## config.mk

```make
export PLATFORM = sky130hd
export DESIGN_NAME = emwb_core
export DESIGN_NICKNAME = d
export VERILOG_FILES = /design/src/emwb_core.v /design/src/emwb_sync.v
export VERILOG_INCLUDE_DIRS = /design/src
export SDC_FILE = /design/constraint.sdc
export NUM_CORES = 1
export LEC_CHECK = 0
export BUFFER_PORTS_ARGS = -buffer_cell sky130_fd_sc_hd__buf_2
export CELL_PAD_IN_SITES_DETAIL_PLACEMENT = 1
export CELL_PAD_IN_SITES_GLOBAL_PLACEMENT = 1
export CORE_MARGIN = 3
export CORE_UTILIZATION = 53
export CTS_BUF_LIST = sky130_fd_sc_hd__clkbuf_4 sky130_fd_sc_hd__clkbuf_8
export DETAILED_ROUTE_END_ITERATION = 6
export GPL_TIMING_DRIVEN = 0
export HOLD_SLACK_MARGIN = 0.02
export MAX_ROUTING_LAYER = met4
export PLACE_DENSITY = 0.81
export SYNTH_ARGS = -nofsm -noshare
export SYNTH_HDL_FRONTEND = slang
export SYNTH_SLANG_ARGS = --single-unit
```

## constraint.sdc

```tcl
create_clock -name clk -period 3.23 [get_ports clk]
set_input_delay 0 -clock clk [delete_from_list [all_inputs] [get_ports clk]]
set_output_delay 0 -clock clk [all_outputs]
set_load 0.005 [all_outputs]
```

## src/emwb_map.vh

```
// Shared constants: register offsets, field positions, reset values and timing counts.
`ifndef EMWB_MAP_VH
`define EMWB_MAP_VH

// Register byte offsets on the APB side.
`define EMWB_OFF_CTRL 8'h00
`define EMWB_OFF_STATUS 8'h04
`define EMWB_OFF_EXTRAW 8'h08
`define EMWB_OFF_ERROR 8'h0C
`define EMWB_OFF_ARRIDX 8'h10
`define EMWB_OFF_ARRDATA 8'h14
`define EMWB_OFF_COUNTS 8'h18

// Control register fields and reset value.
`define EMWB_CTRL_WIR_BIT 0
`define EMWB_CTRL_BURST_LSB 4
`define EMWB_CTRL_BURST_MSB 7
`define EMWB_CTRL_RESET 8'h41

// Error register bits.
`define EMWB_ERR_NOT_IDLE 0
`define EMWB_ERR_TOO_SOON 1
`define EMWB_ERR_WIR_OFF 2

// Address bits that carry extended mode fields and the precharge all-banks flag.
`define EMWB_A_DLL 0
`define EMWB_A_DRV_LO 1
`define EMWB_A_DRV_HI 6
`define EMWB_A_ALL_BANKS 10

// Driver strength codes.
`define EMWB_DRV_NORMAL 2'h0
`define EMWB_DRV_WEAK 2'h1
`define EMWB_DRV_MATCHED 2'h2

// Timing counts in link clock cycles.
`define EMWB_EXT_LOAD_CYCLES 2'h2
`define EMWB_MIN_WR_TO_RD 2'h2
`define EMWB_SINCE_SAT 2'h3

`endif

```

## src/emwb_core.v

```verilog
// Command side of the graphics DRAM: extended mode load and write break by read.
//
// Notes on behaviour
// Extended load: all strobes low, bank0 high.
// Register undefined until controller writes it.
// Capture address and bank1 on command edge.
// Address bits 1 and 6 pick strength.
// Controller waits two cycles after load.
// Reload allowed only while banks idle.
// Address bit 0 enables the DLL.
// Unused address and bank inputs held low.
// Read to any bank breaks write burst.
// Controller floats data one cycle early.
// Controller masks residual words around read.
// Controller keeps last write to read gap.
// Unmasked words before read are stored.
// Read at least two cycles after write.
// Controller releases data and strobe early.
// Strobe edges of discarded words ignored.
// Write break only at low clock rates.
// Last write to read gap two cycles.
// DLL needs 200 cycles after enable.
// Unused strength code selects normal strength.
//
// The placing of the registers and register access over APB were left to the implementer.
`timescale 1ns/10ps
`default_nettype none
`include "emwb_map.vh"
module emwb_core #(
  parameter DATA_W = 16,
  parameter ADDR_W = 13,
  parameter DEPTH = 16,
  parameter IDX_W = 4
) (
  // Clock and reset.
  input wire clk,
  input wire resetn,
  // APB slave.
  input wire [7:0] paddr,
  input wire psel,
  input wire penable,
  input wire pwrite,
  input wire [31:0] pwdata,
  output reg [31:0] prdata,
  output reg pready,
  output reg pslverr,
  // Memory pins from the controller, all asynchronous to clk.
  input wire memClk,
  input wire clockGate,
  input wire chipSelectN,
  input wire rowStrobeN,
  input wire columnStrobeN,
  input wire writeStrobeN,
  input wire [1:0] bankSel,
  input wire [ADDR_W-1:0] addrLines,
  input wire [DATA_W-1:0] dataLines,
  input wire [DATA_W/8-1:0] byteWriteMask,
  input wire dataStrobe,
  // Mode and event outputs.
  output reg dllEnable,
  output reg [1:0] driveStrength,
  output reg readAccepted,
  output reg writeBroken
);
  localparam MASK_W = DATA_W / 8;
  localparam SYNC_W = 6 + 2 + ADDR_W + MASK_W + 1 + DATA_W;

  // Synchronised pin levels.
  wire sClk, sCke, sCsN, sRasN, sCasN, sWeN, sStrobe;
  wire [1:0] sBank;
  wire [ADDR_W-1:0] sAddr;
  wire [MASK_W-1:0] sMask;
  wire [DATA_W-1:0] sData;
  wire [SYNC_W-1:0] syncBus;

  // All pins cross together so command, address and data stay aligned.
  emwb_sync #(.W(SYNC_W)) pinSync (
    .clk(clk),
    .resetn(resetn),
    .asyncIn({memClk, clockGate, chipSelectN, rowStrobeN, columnStrobeN, writeStrobeN,
              bankSel, addrLines, byteWriteMask, dataStrobe, dataLines}),
    .syncOut(syncBus)
  );
  assign {sClk, sCke, sCsN, sRasN, sCasN, sWeN, sBank, sAddr, sMask, sStrobe, sData} = syncBus;

  // State registers.
  reg memClkPrev_reg; // Previous link clock level, for edge detection.
  reg strobePrev_reg; // Previous strobe level; both edges carry data.
  reg [7:0] ctrl_reg; // Write-break enable and burst length in words.
  reg [ADDR_W:0] extRaw_reg; // Last captured address with bank1 on top.
  reg extLoaded_reg; // Set once a load has been taken since reset.
  reg [1:0] busy_reg; // Link cycles left for the load to complete.
  reg [3:0] bankActive_reg; // One bit per open bank.
  reg writeActive_reg; // A burst write is taking words.
  reg discard_reg; // Remaining words of a broken burst are dropped.
  reg [3:0] wordCnt_reg; // Words seen in the current burst.
  reg [IDX_W-1:0] col_reg; // Starting column of the burst.
  reg [1:0] sinceWr_reg; // Link cycles since the last write command, saturating.
  reg [2:0] err_reg; // Sticky error flags, write one to clear.
  reg [7:0] stored_reg; // Count of words written into the array.
  reg [7:0] dropped_reg; // Count of strobe edges ignored after a break.
  reg [IDX_W-1:0] idx_reg; // Array index for software readout.

  // Decoded events on the link clock rising edge and on either data strobe edge.
  wire memRise = sClk & ~memClkPrev_reg;
  wire strobeEdge = sStrobe ^ strobePrev_reg;
  wire cmdValid = memRise & sCke & ~sCsN;
  wire cmdExt = cmdValid & ~sRasN & ~sCasN & ~sWeN & sBank[0];
  wire cmdAct = cmdValid & ~sRasN & sCasN & sWeN;
  wire cmdPre = cmdValid & ~sRasN & sCasN & ~sWeN;
  wire cmdWr = cmdValid & sRasN & ~sCasN & ~sWeN;
  wire cmdRd = cmdValid & sRasN & ~sCasN & sWeN;
  wire allIdle = (bankActive_reg == 4'h0);
  wire [3:0] burstWords = ctrl_reg[`EMWB_CTRL_BURST_MSB:`EMWB_CTRL_BURST_LSB];
  wire wirOn = ctrl_reg[`EMWB_CTRL_WIR_BIT];
  wire wordHit = strobeEdge & writeActive_reg;
  wire wordLast = ((wordCnt_reg + 4'h1) == burstWords);
  wire [IDX_W-1:0] wrIdx = col_reg + wordCnt_reg[IDX_W-1:0];
  wire breakReq = cmdRd & writeActive_reg;

  // APB phases: one wait state, the write lands on the completing edge.
  wire apbAccess = psel & penable & ~pready;
  wire apbDone = psel & penable & pready;
  wire apbWrite = apbDone & pwrite;

  // Strength field; the spare code falls back to normal drive.
  reg [1:0] strengthNext;
  always @* begin
    case ({sAddr[`EMWB_A_DRV_HI], sAddr[`EMWB_A_DRV_LO]})
      2'h0: strengthNext = `EMWB_DRV_NORMAL;
      2'h1: strengthNext = `EMWB_DRV_WEAK;
      2'h2: strengthNext = `EMWB_DRV_MATCHED;
      default: strengthNext = `EMWB_DRV_NORMAL;
    endcase
  end

  // Array storage: one flop byte per entry and lane, masked lanes keep old data.
  wire [DEPTH*DATA_W-1:0] arrayFlat;
  genvar e, b;
  generate
    for (e = 0; e < DEPTH; e = e + 1) begin : gEntry
      for (b = 0; b < MASK_W; b = b + 1) begin : gLane
        reg [7:0] cell_reg;
        // Words arriving before the breaking read, even in its own cycle, are kept.
        always @(posedge clk or negedge resetn) begin
          if (!resetn) begin
            cell_reg <= 8'h00;
          end else if (wordHit && (wrIdx == e) && !sMask[b]) begin
            cell_reg <= sData[b*8 +: 8];
          end
        end
        assign arrayFlat[e*DATA_W + b*8 +: 8] = cell_reg;
      end
    end
  endgenerate

  // Register read mux and address decode.
  reg [31:0] readMux;
  reg addrHit;
  always @* begin
    readMux = 32'h0000_0000;
    addrHit = 1'b1;
    case (paddr)
      `EMWB_OFF_CTRL: readMux = {24'h00_0000, ctrl_reg};
      `EMWB_OFF_STATUS: readMux = {22'h00_0000, extLoaded_reg, bankActive_reg, writeActive_reg,
                                   (busy_reg != 2'h0), driveStrength, dllEnable};
      `EMWB_OFF_EXTRAW: readMux = {{(31 - ADDR_W){1'b0}}, extRaw_reg};
      `EMWB_OFF_ERROR: readMux = {29'h0000_0000, err_reg};
      `EMWB_OFF_ARRIDX: readMux = {{(32 - IDX_W){1'b0}}, idx_reg};
      `EMWB_OFF_ARRDATA: readMux = {{(32 - DATA_W){1'b0}}, arrayFlat[idx_reg*DATA_W +: DATA_W]};
      `EMWB_OFF_COUNTS: readMux = {16'h0000, dropped_reg, stored_reg};
      default: addrHit = 1'b0;
    endcase
  end

  // Error flags: a new event beats a software clear in the same cycle.
  wire [2:0] errSet;
  assign errSet[`EMWB_ERR_NOT_IDLE] = cmdExt & ~allIdle;
  assign errSet[`EMWB_ERR_TOO_SOON] = breakReq & (sinceWr_reg < (`EMWB_MIN_WR_TO_RD - 2'h1));
  assign errSet[`EMWB_ERR_WIR_OFF] = breakReq & ~wirOn;
  wire [2:0] errClr = (apbWrite && paddr == `EMWB_OFF_ERROR) ? pwdata[2:0] : 3'h0;

  // APB slave handshake and software-written registers.
  always @(posedge clk or negedge resetn) begin
    if (!resetn) begin
      pready <= 1'b0;
      pslverr <= 1'b0;
      prdata <= 32'h0000_0000;
      ctrl_reg <= `EMWB_CTRL_RESET;
      idx_reg <= {IDX_W{1'b0}};
      err_reg <= 3'h0;
    end else begin
      if (apbAccess) begin
        pready <= 1'b1;
        pslverr <= ~addrHit;
        prdata <= readMux;
      end else begin
        pready <= 1'b0;
        pslverr <= 1'b0;
        prdata <= 32'h0000_0000;
      end
      if (apbWrite && paddr == `EMWB_OFF_CTRL) begin
        ctrl_reg <= pwdata[7:0];
      end
      if (apbWrite && paddr == `EMWB_OFF_ARRIDX) begin
        idx_reg <= pwdata[IDX_W-1:0];
      end
      err_reg <= (err_reg & ~errClr) | errSet;
    end
  end

  // Link-side command engine: mode load, bank tracking and write bursts.
  always @(posedge clk or negedge resetn) begin
    if (!resetn) begin
      memClkPrev_reg <= 1'b0;
      strobePrev_reg <= 1'b0;
      extRaw_reg <= {(ADDR_W + 1){1'b0}};
      extLoaded_reg <= 1'b0;
      dllEnable <= 1'b0;
      driveStrength <= `EMWB_DRV_NORMAL;
      busy_reg <= 2'h0;
      bankActive_reg <= 4'h0;
      writeActive_reg <= 1'b0;
      discard_reg <= 1'b0;
      wordCnt_reg <= 4'h0;
      col_reg <= {IDX_W{1'b0}};
      sinceWr_reg <= `EMWB_SINCE_SAT;
      stored_reg <= 8'h00;
      dropped_reg <= 8'h00;
      readAccepted <= 1'b0;
      writeBroken <= 1'b0;
    end else begin
      memClkPrev_reg <= sClk;
      strobePrev_reg <= sStrobe;
      readAccepted <= 1'b0;
      writeBroken <= 1'b0;
      // Load completion counts down on link edges.
      if (memRise && busy_reg != 2'h0) begin
        busy_reg <= busy_reg - 2'h1;
      end
      if (memRise && sinceWr_reg != `EMWB_SINCE_SAT) begin
        sinceWr_reg <= sinceWr_reg + 2'h1;
      end
      // Mode load is taken only with every bank precharged; otherwise it is flagged and dropped.
      if (cmdExt && allIdle) begin
        extRaw_reg <= {sBank[1], sAddr};
        dllEnable <= sAddr[`EMWB_A_DLL];
        driveStrength <= strengthNext;
        extLoaded_reg <= 1'b1;
        busy_reg <= `EMWB_EXT_LOAD_CYCLES;
      end
      // Bank open and close tracking gates the mode load.
      if (cmdAct) begin
        bankActive_reg[sBank] <= 1'b1;
      end
      if (cmdPre) begin
        if (sAddr[`EMWB_A_ALL_BANKS]) begin
          bankActive_reg <= 4'h0;
        end else begin
          bankActive_reg[sBank] <= 1'b0;
        end
      end
      // Word counting; a data word in the break cycle still counts as stored.
      if (wordHit) begin
        if (sMask != {MASK_W{1'b1}}) begin
          stored_reg <= stored_reg + 8'h01;
        end
        if (wordLast) begin
          writeActive_reg <= 1'b0;
        end else begin
          wordCnt_reg <= wordCnt_reg + 4'h1;
        end
      end
      // Strobe edges of dropped words touch only the drop and word counters and the discard flag.
      if (strobeEdge && discard_reg) begin
        dropped_reg <= dropped_reg + 8'h01;
        if (wordLast) begin
          discard_reg <= 1'b0;
        end else begin
          wordCnt_reg <= wordCnt_reg + 4'h1;
        end
      end
      // A read breaks the burst only when software allows the low-rate feature.
      if (cmdRd) begin
        if (!writeActive_reg) begin
          readAccepted <= 1'b1;
        end else if (wirOn) begin
          writeActive_reg <= 1'b0;
          discard_reg <= ~wordLast | ~wordHit;
          writeBroken <= 1'b1;
          readAccepted <= 1'b1;
        end
      end
      // A new write command starts a fresh burst and ends any discard.
      if (cmdWr) begin
        writeActive_reg <= 1'b1;
        discard_reg <= 1'b0;
        wordCnt_reg <= 4'h0;
        col_reg <= sAddr[IDX_W-1:0];
        sinceWr_reg <= 2'h0;
      end
    end
  end
endmodule // emwb_core
`default_nettype wire

```

## src/emwb_sync.v

```verilog
// Two-flop synchroniser for a bus of independent pin levels.
`timescale 1ns/10ps
`default_nettype none
module emwb_sync #(
  parameter W = 8
) (
  // Clock and reset.
  input wire clk,
  input wire resetn,
  // Asynchronous levels in, synchronised levels out.
  input wire [W-1:0] asyncIn,
  output wire [W-1:0] syncOut
);
  reg [W-1:0] stage1Reg; // First stage, read only by the second stage.
  reg [W-1:0] stage2Reg; // Second stage, safe for logic.

  // Both stages take constants under reset; the pins are sampled only when clocked.
  always @(posedge clk or negedge resetn) begin
    if (!resetn) begin
      stage1Reg <= {W{1'b0}};
      stage2Reg <= {W{1'b0}};
    end else begin
      stage1Reg <= asyncIn;
      stage2Reg <= stage1Reg;
    end
  end

  assign syncOut = stage2Reg;
endmodule // emwb_sync
`default_nettype wire
```

# Yosys cells after proc, flatten, opt, wreduce, memory -nomap -nowiden
# Index checks and enable logic that the tools add are counted.
[classes]
n_reduce_logical = 66
n_bitwise = 42
order_cmp = 3
n_eq_ne = 26
n_shift = 1
add_sub_neg = 6
n_mux = 38
[ops]
columns = ["operator", "n"]
rows = [
  ["indexed part select 256 x 9 -> 16 bit", 1],
  ["one-hot mux 16 bit (7 select lines)", 1],
  ["logical AND 1 bit", 56],
  ["== test 4 bit, second input constant", 8],
  ["2-to-1 mux 32 bit", 1],
  ["2-to-1 mux 4 bit", 8],
  ["== test 8 x 5 -> 1 bit, second input constant", 3],
  ["bitwise AND 1 bit", 23],
  ["2-to-1 mux 1 bit", 21],
  ["adder 8 x 1 -> 8 bit, second input constant", 2],
  ["== test 4 x 3 -> 1 bit, second input constant", 4],
  ["== test 8 x 4 -> 1 bit, second input constant", 2],
  ["NOT 1 bit", 11],
  ["== test 4 x 2 -> 1 bit, second input constant", 2],
  ["== test 8 x 3 -> 1 bit, second input constant", 1],
  ["logical NOT 4 bit", 2],
  ["logical NOT 8 bit", 1],
  ["2-to-1 mux 2 bit", 4],
  ["OR reduction 7 bit", 1],
  ["nonzero test 2 bit", 3],
  ["adder 4 x 1 -> 4 bit, second input constant", 1],
  ["adder 4 bit", 1],
  ["bitwise AND 4 bit", 1],
  ["== test 4 x 1 -> 1 bit, second input constant", 1],
  ["21 further kinds", 23],
]
[totals]
word_cells = 239
out_inout_bits = 39
ff_bits = 441

# Logic depth before layout (Yosys ltp)
[logic_depth]
ltp_word = 11
ltp_mapped = 8
depth_no_buf = 7

# Hierarchy
# A second synthesis with hierarchy kept.
[hier_totals]
hier_cells = 1252
area_unflattened_um2 = 18500.2
[by_module_without_submodules]
columns = ["mod", "cells_each", "area_per_inst_um2", "instances", "seq_area_each_um2"]
rows = [
  ["emwb_core", 1172, 16498.3, 1, 8613.3],
  ["emwb_sync", 80, 2001.9, 1, 2001.9],
]

# Least setup slack after synthesis
# No wires, ideal clock.
[synth_timing]
path_kind = "reg2reg"
start = "reg wordCnt_reg[0]"
end = "reg gEntry[1].gLane[1].cell_reg[1]"
path_slack_ps = 713
path_stages_with_launch = 7
period_less_slack_ps = 2517
path_buffers = 0
arrival_ps = 2389
required_time_ps = 3102
cell_sequence = "dfrtp_1 -> ha_1 -> fa_1 -> or3b_2 -> nor2_1 -> nand2_2 -> mux2_1"
[synth_between]
elab_chain_len = 4
[synth_rtl]
columns = ["element", "line", "text"]
rows = [
  ["start, declared", "emwb_core.v:96", "reg [3:0] wordCnt_reg;"],
  ["start signal, assigned", "emwb_core.v:271", "wordCnt_reg <= wordCnt_reg + 4'h1;"],
  ["start signal, assigned", "emwb_core.v:280", "wordCnt_reg <= wordCnt_reg + 4'h1;"],
  ["adder 4 bit", "emwb_core.v:118", "wire [IDX_W-1:0] wrIdx = col_reg + wordCnt_reg[IDX_W-1:0];"],
  ["== test 4 x 1 -> 1 bit", "emwb_core.v:148", "end else if (wordHit && (wrIdx == e) && !sMask[b]) begin"],
  ["logical AND 1 bit (2 in series)", "emwb_core.v:148", ""],
  ["end signal, assigned", "emwb_core.v:149", "cell_reg <= sData[b*8 +: 8];"],
  ["end, declared", "emwb_core.v:143", "reg [7:0] cell_reg;"],
]
# No other way between the ends.
# A chain may end at the register's enable or synchronous reset.

# Final worst setup path
[layout_timing]
start = "reg idx_reg[3]"
end = "reg prdata[2]"
[layout_between]
elab_chain_len = 3
[layout_rtl]
columns = ["element", "line", "text"]
rows = [
  ["start, declared", "emwb_core.v:102", "reg [IDX_W-1:0] idx_reg;"],
  ["start signal, assigned", "emwb_core.v:190", "idx_reg <= {IDX_W{1'b0}};"],
  ["start signal, assigned", "emwb_core.v:206", "idx_reg <= pwdata[IDX_W-1:0];"],
  ["indexed part select 256 x 9 -> 16 bit", "emwb_core.v:170", "`EMWB_OFF_ARRDATA: readMux = {{(32 - DATA_W){1'b0}}, arrayFlat[idx_reg*DATA_W +: DATA_W]};"],
  ["one-hot mux 16 bit (7 select lines)", "emwb_core.v:163", "case (paddr)"],
  ["2-to-1 mux 32 bit", "emwb_core.v:193", "if (apbAccess) begin"],
  ["end signal, assigned", "emwb_core.v:196", "prdata <= readMux;"],
  ["end, declared", "emwb_core.v:44", "output reg [31:0] prdata,"],
]
# No other way between the ends.

==> summary.md <==
| Metric | Value |
|---|---|
| Status | `finished clean` |
| Std-Cell Core Area | `33,030 um^2` |
| DRC Markers | `0` |
| Area contributors post-synth | `dfrtp_1, mux2_2, mux4_2` |
| WL final | `50.23 mm` |
| Top-area cell type share of the netlist area | `58.24%` |
| Area grow syn2layout | `18.61%` |
| Global-route wire length before repair | `78.46 mm` |
| Fillers | `3,054` |
| Via Count | `11,430` |
| Area leader, netlist | `dfrtp_1` |
| DRT iter0 DRCs | `754` |
| Worst EP required | `3.67 ns` |
| Die area | `roughly 36,000 um^2` |
| Crit-path max FO | `10` |
| Yosys warns | `0` |
| Hold Path Class | `in -> reg` |
| Post-route clock period utilization | `approximately 94%` |
| Synth Instances | `1,186` |
| Max transition margin | `23.49%` |
| Share of layout cells above drive strength 1 | `42.77%` |
| Net switching power | `around 3.4 mW` |
| Combinational share of power | `roughly 14%` |
| Worst-case reg-to-reg path depth | `5` |
| Worst hold margin | `0.03929 ns` |
| Seq/Total Area, Yosys | `between 50% and 60%` |
| Commonest non-fill, non-tap cell in the layout | `dfrtp_1` |
| Critical R2R Launch | `idx_reg[3]$_DFFE_PN0P_` |
| EDFF count, synth | `0` |
| Placed inst area | `19,160 um^2` |
| Yosys reg bits | `424` |
| Setup TNS | `0 ns` |
| Internal power | `9.648 mW` |
| Worst-Margin Slew | `1.132 ns` |
| Wire per inst | `approximately 26 um` |
| Critical path class | `reg -> reg` |
| Pwr per Cell Area | `611.6 nW/um^2` |
| Hold path cells | `2` |
| Hold Vio Cnt, Final | `0` |
| Placed Cells | `1,728` |
| Clk root buf | `clkbuf_8` |
| Maxcap violations | `0` |
| Core Util, Final | `64.80%` |
| FP Rows | `66` |
| Die X | `190.5 um` |
| Maximum clock path buffer count | `3` |
| Worst Setup SP | `idx_reg[3]$_DFFE_PN0P_` |
| Final Wtd Congestion | `0.9226` |
| Sw frac | `roughly a quarter` |
| Startpoint Class | `flop` |
| Commonest non-fill, non-tap cells in the layout | `dfrtp_1, mux2_2, buf_2` |
| Pre-CTS setup slack | `0.1853 ns` |
| Clk_skew | `0.03091 ns` |
| # resized after CTS | `0` |
| Main synth FF type | `dfrtp_1` |
| ANT nets after route | `0` |
| Post-route worst setup slack | `0.2071 ns` |
| GRT Resource Usage Total | `around 30%` |
| Arrival time worst endpoint | `~3.5 ns` |
| H-Tree Depth | `3` |
| Endpoints failing setup | `0` |
| Max reg flops | `256` |
| Via/cell ratio | `5.943` |
| CTS Sinks | `424` |
| Gr ovfl total | `0` |
| Sequential power share | `47.1%` |
| Clock tree from TritonCTS | `built` |
| Layout Nets | `1,523` |
| Dpl hpwl | `between 30 and 40 mm` |
| Final Critical Period | `3.023 ns` |
| CTS buffer count | `71` |
| Starting Density | `about 55%` |
| Count of buffers from port buffering | `82` |
| Initial antenna violation count | `1` |
| Worst setup EP type | `flop` |
| Vias in the first global route | `12,960` |
| Height of the die | `190.5 um` |
| Hold path startpoint | `addrLines[3]` |
| Syn_area_per_cell | `15.22 um^2` |
| FFs w/ async S/R, synth | `100.0%` |
| Clock share of power | `39.3%` |
| Finished Layout Cells | `1,923` |
| Drt first pass iters | `6` |
| Distinct cells, synth | `60` |
| Upper clock frequency limit | `330.8 MHz` |
| Top Ports | `124` |
| Leak | `~10 nW` |
| Clock slew at reported path FFs | `0.07 ns` |
| Synthesized cell area | `18,050 um^2` |
| Largest net degree at the start of global routing | `121` |
| Pwr Total | `approximately 13 mW` |
| RSZ-0062 raised after global routing | `false` |
| Pins Over Slew Limit | `0` |
| Post-route cell area | `21,400 um^2` |
| Peak supply drop | `296.0 uV` |
| Clock latency on the worst-skew pair | `0.61 ns` |
-- power groups by stage --
stage / clock (mW) / sequential (mW) / combinational [mW]
floorplan: 0 / 6.11 / 1.18
global placement: 0 / 6.20 / 1.56
detailed placement: 0 / 6.24 / 1.66
CTS: 5.19 / 6.15 / 1.74
global route: 5.49 / 6.22 / 1.92
finish: 5.14 / 6.17 / 1.78
-- metal layers --
| layer | routed length (um) | vias to the layer above | global-route usage, % |
|---|---|---|---|
| met3 | 2719 | 134 | 5.331 |
| met2 | 25020 | 389 | 48.67 |
| met5 | 0 | - | - |
| li1 | - | 4830 | - |
| met1 | 20920 | 6075 | 37.31 |
| met4 | 1576 | 0 | 10.78 |
-- cell type report --
cell class / instances / area, um^2 / share of cell area [%]
multi-input combinational: 700 / 7107 / 33.20
sequential: 424 / 10620 / 49.59
antenna: 1 / 2.502 / 0.01169
inverter: 10 / 37.54 / 0.1754
timing repair buffer: 156 / 1214 / 5.670
buffer: 65 / 335.3 / 1.567
clock inverter: 10 / 107.6 / 0.5027
clock buffer: 115 / 1433 / 6.693
tap: 442 / 553.0 / 2.584
-- critical path: stages, from the launching register on --
cell and delay (ns):
dfrtp_1 0.38, clkbuf_1 0.55, clkbuf_1 0.67, mux4_2 0.41, a221oi_1 0.66, o22ai_1 0.18
-- what timing repair did --
item / in CTS / in global routing
endpoints found under the setup margin: 0 / 1
hold buffers: 71 / 0
buffers inserted: 0 / 0
hold endpoints to repair: 168 / 0
-- path summary, 6_finish.rpt --
check	endpoint	slack [ns]
max in group asynchronous	pinSync.stage1Reg[4]$_DFF_PN0_	1.58
worst max register to register	prdata[2]$_DFF_PN0_	0.21
worst min register to register	pinSync.syncOut[11]$_DFF_PN0_	0.35
min in group asynchronous	pinSync.stage1Reg[39]$_DFF_PN0_	0.06
worst max-delay path	prdata[2]$_DFF_PN0_	0.21
worst min-delay path	pinSync.stage1Reg[22]$_DFF_PN0_	0.04
-- kinds of logic after synthesis --
logic type      synth area share, %
flops                         58.82
mux                           27.66
simple gates                  5.380
compound gates                3.820
buf+inv                       2.108
xor+xnor                      1.449
fa+ha+maj                    0.7350
other cells                 0.02078
-- synth_stat cells (6+ instances only) --
master    count
mux2_1       29
mux4_2       62
a21oi_1       8
and3_1        6
a221oi_1     13
ha_1          9
nand2_2      32
xor2_1        8
dfrtp_1     420
o31ai_1       6
o22ai_1      14
nand2_1      36
inv_1        10
buf_4        19
xnor2_1      20
nand3_1       6
nand4_1      10
clkbuf_1     30
nor2_1       32
buf_2        16
nor2b_1      14
a22o_1       12
mux2i_1      15
and2_1        6
o21ai_0      13
mux2_2      269
(Power assumes the default switching activity.)
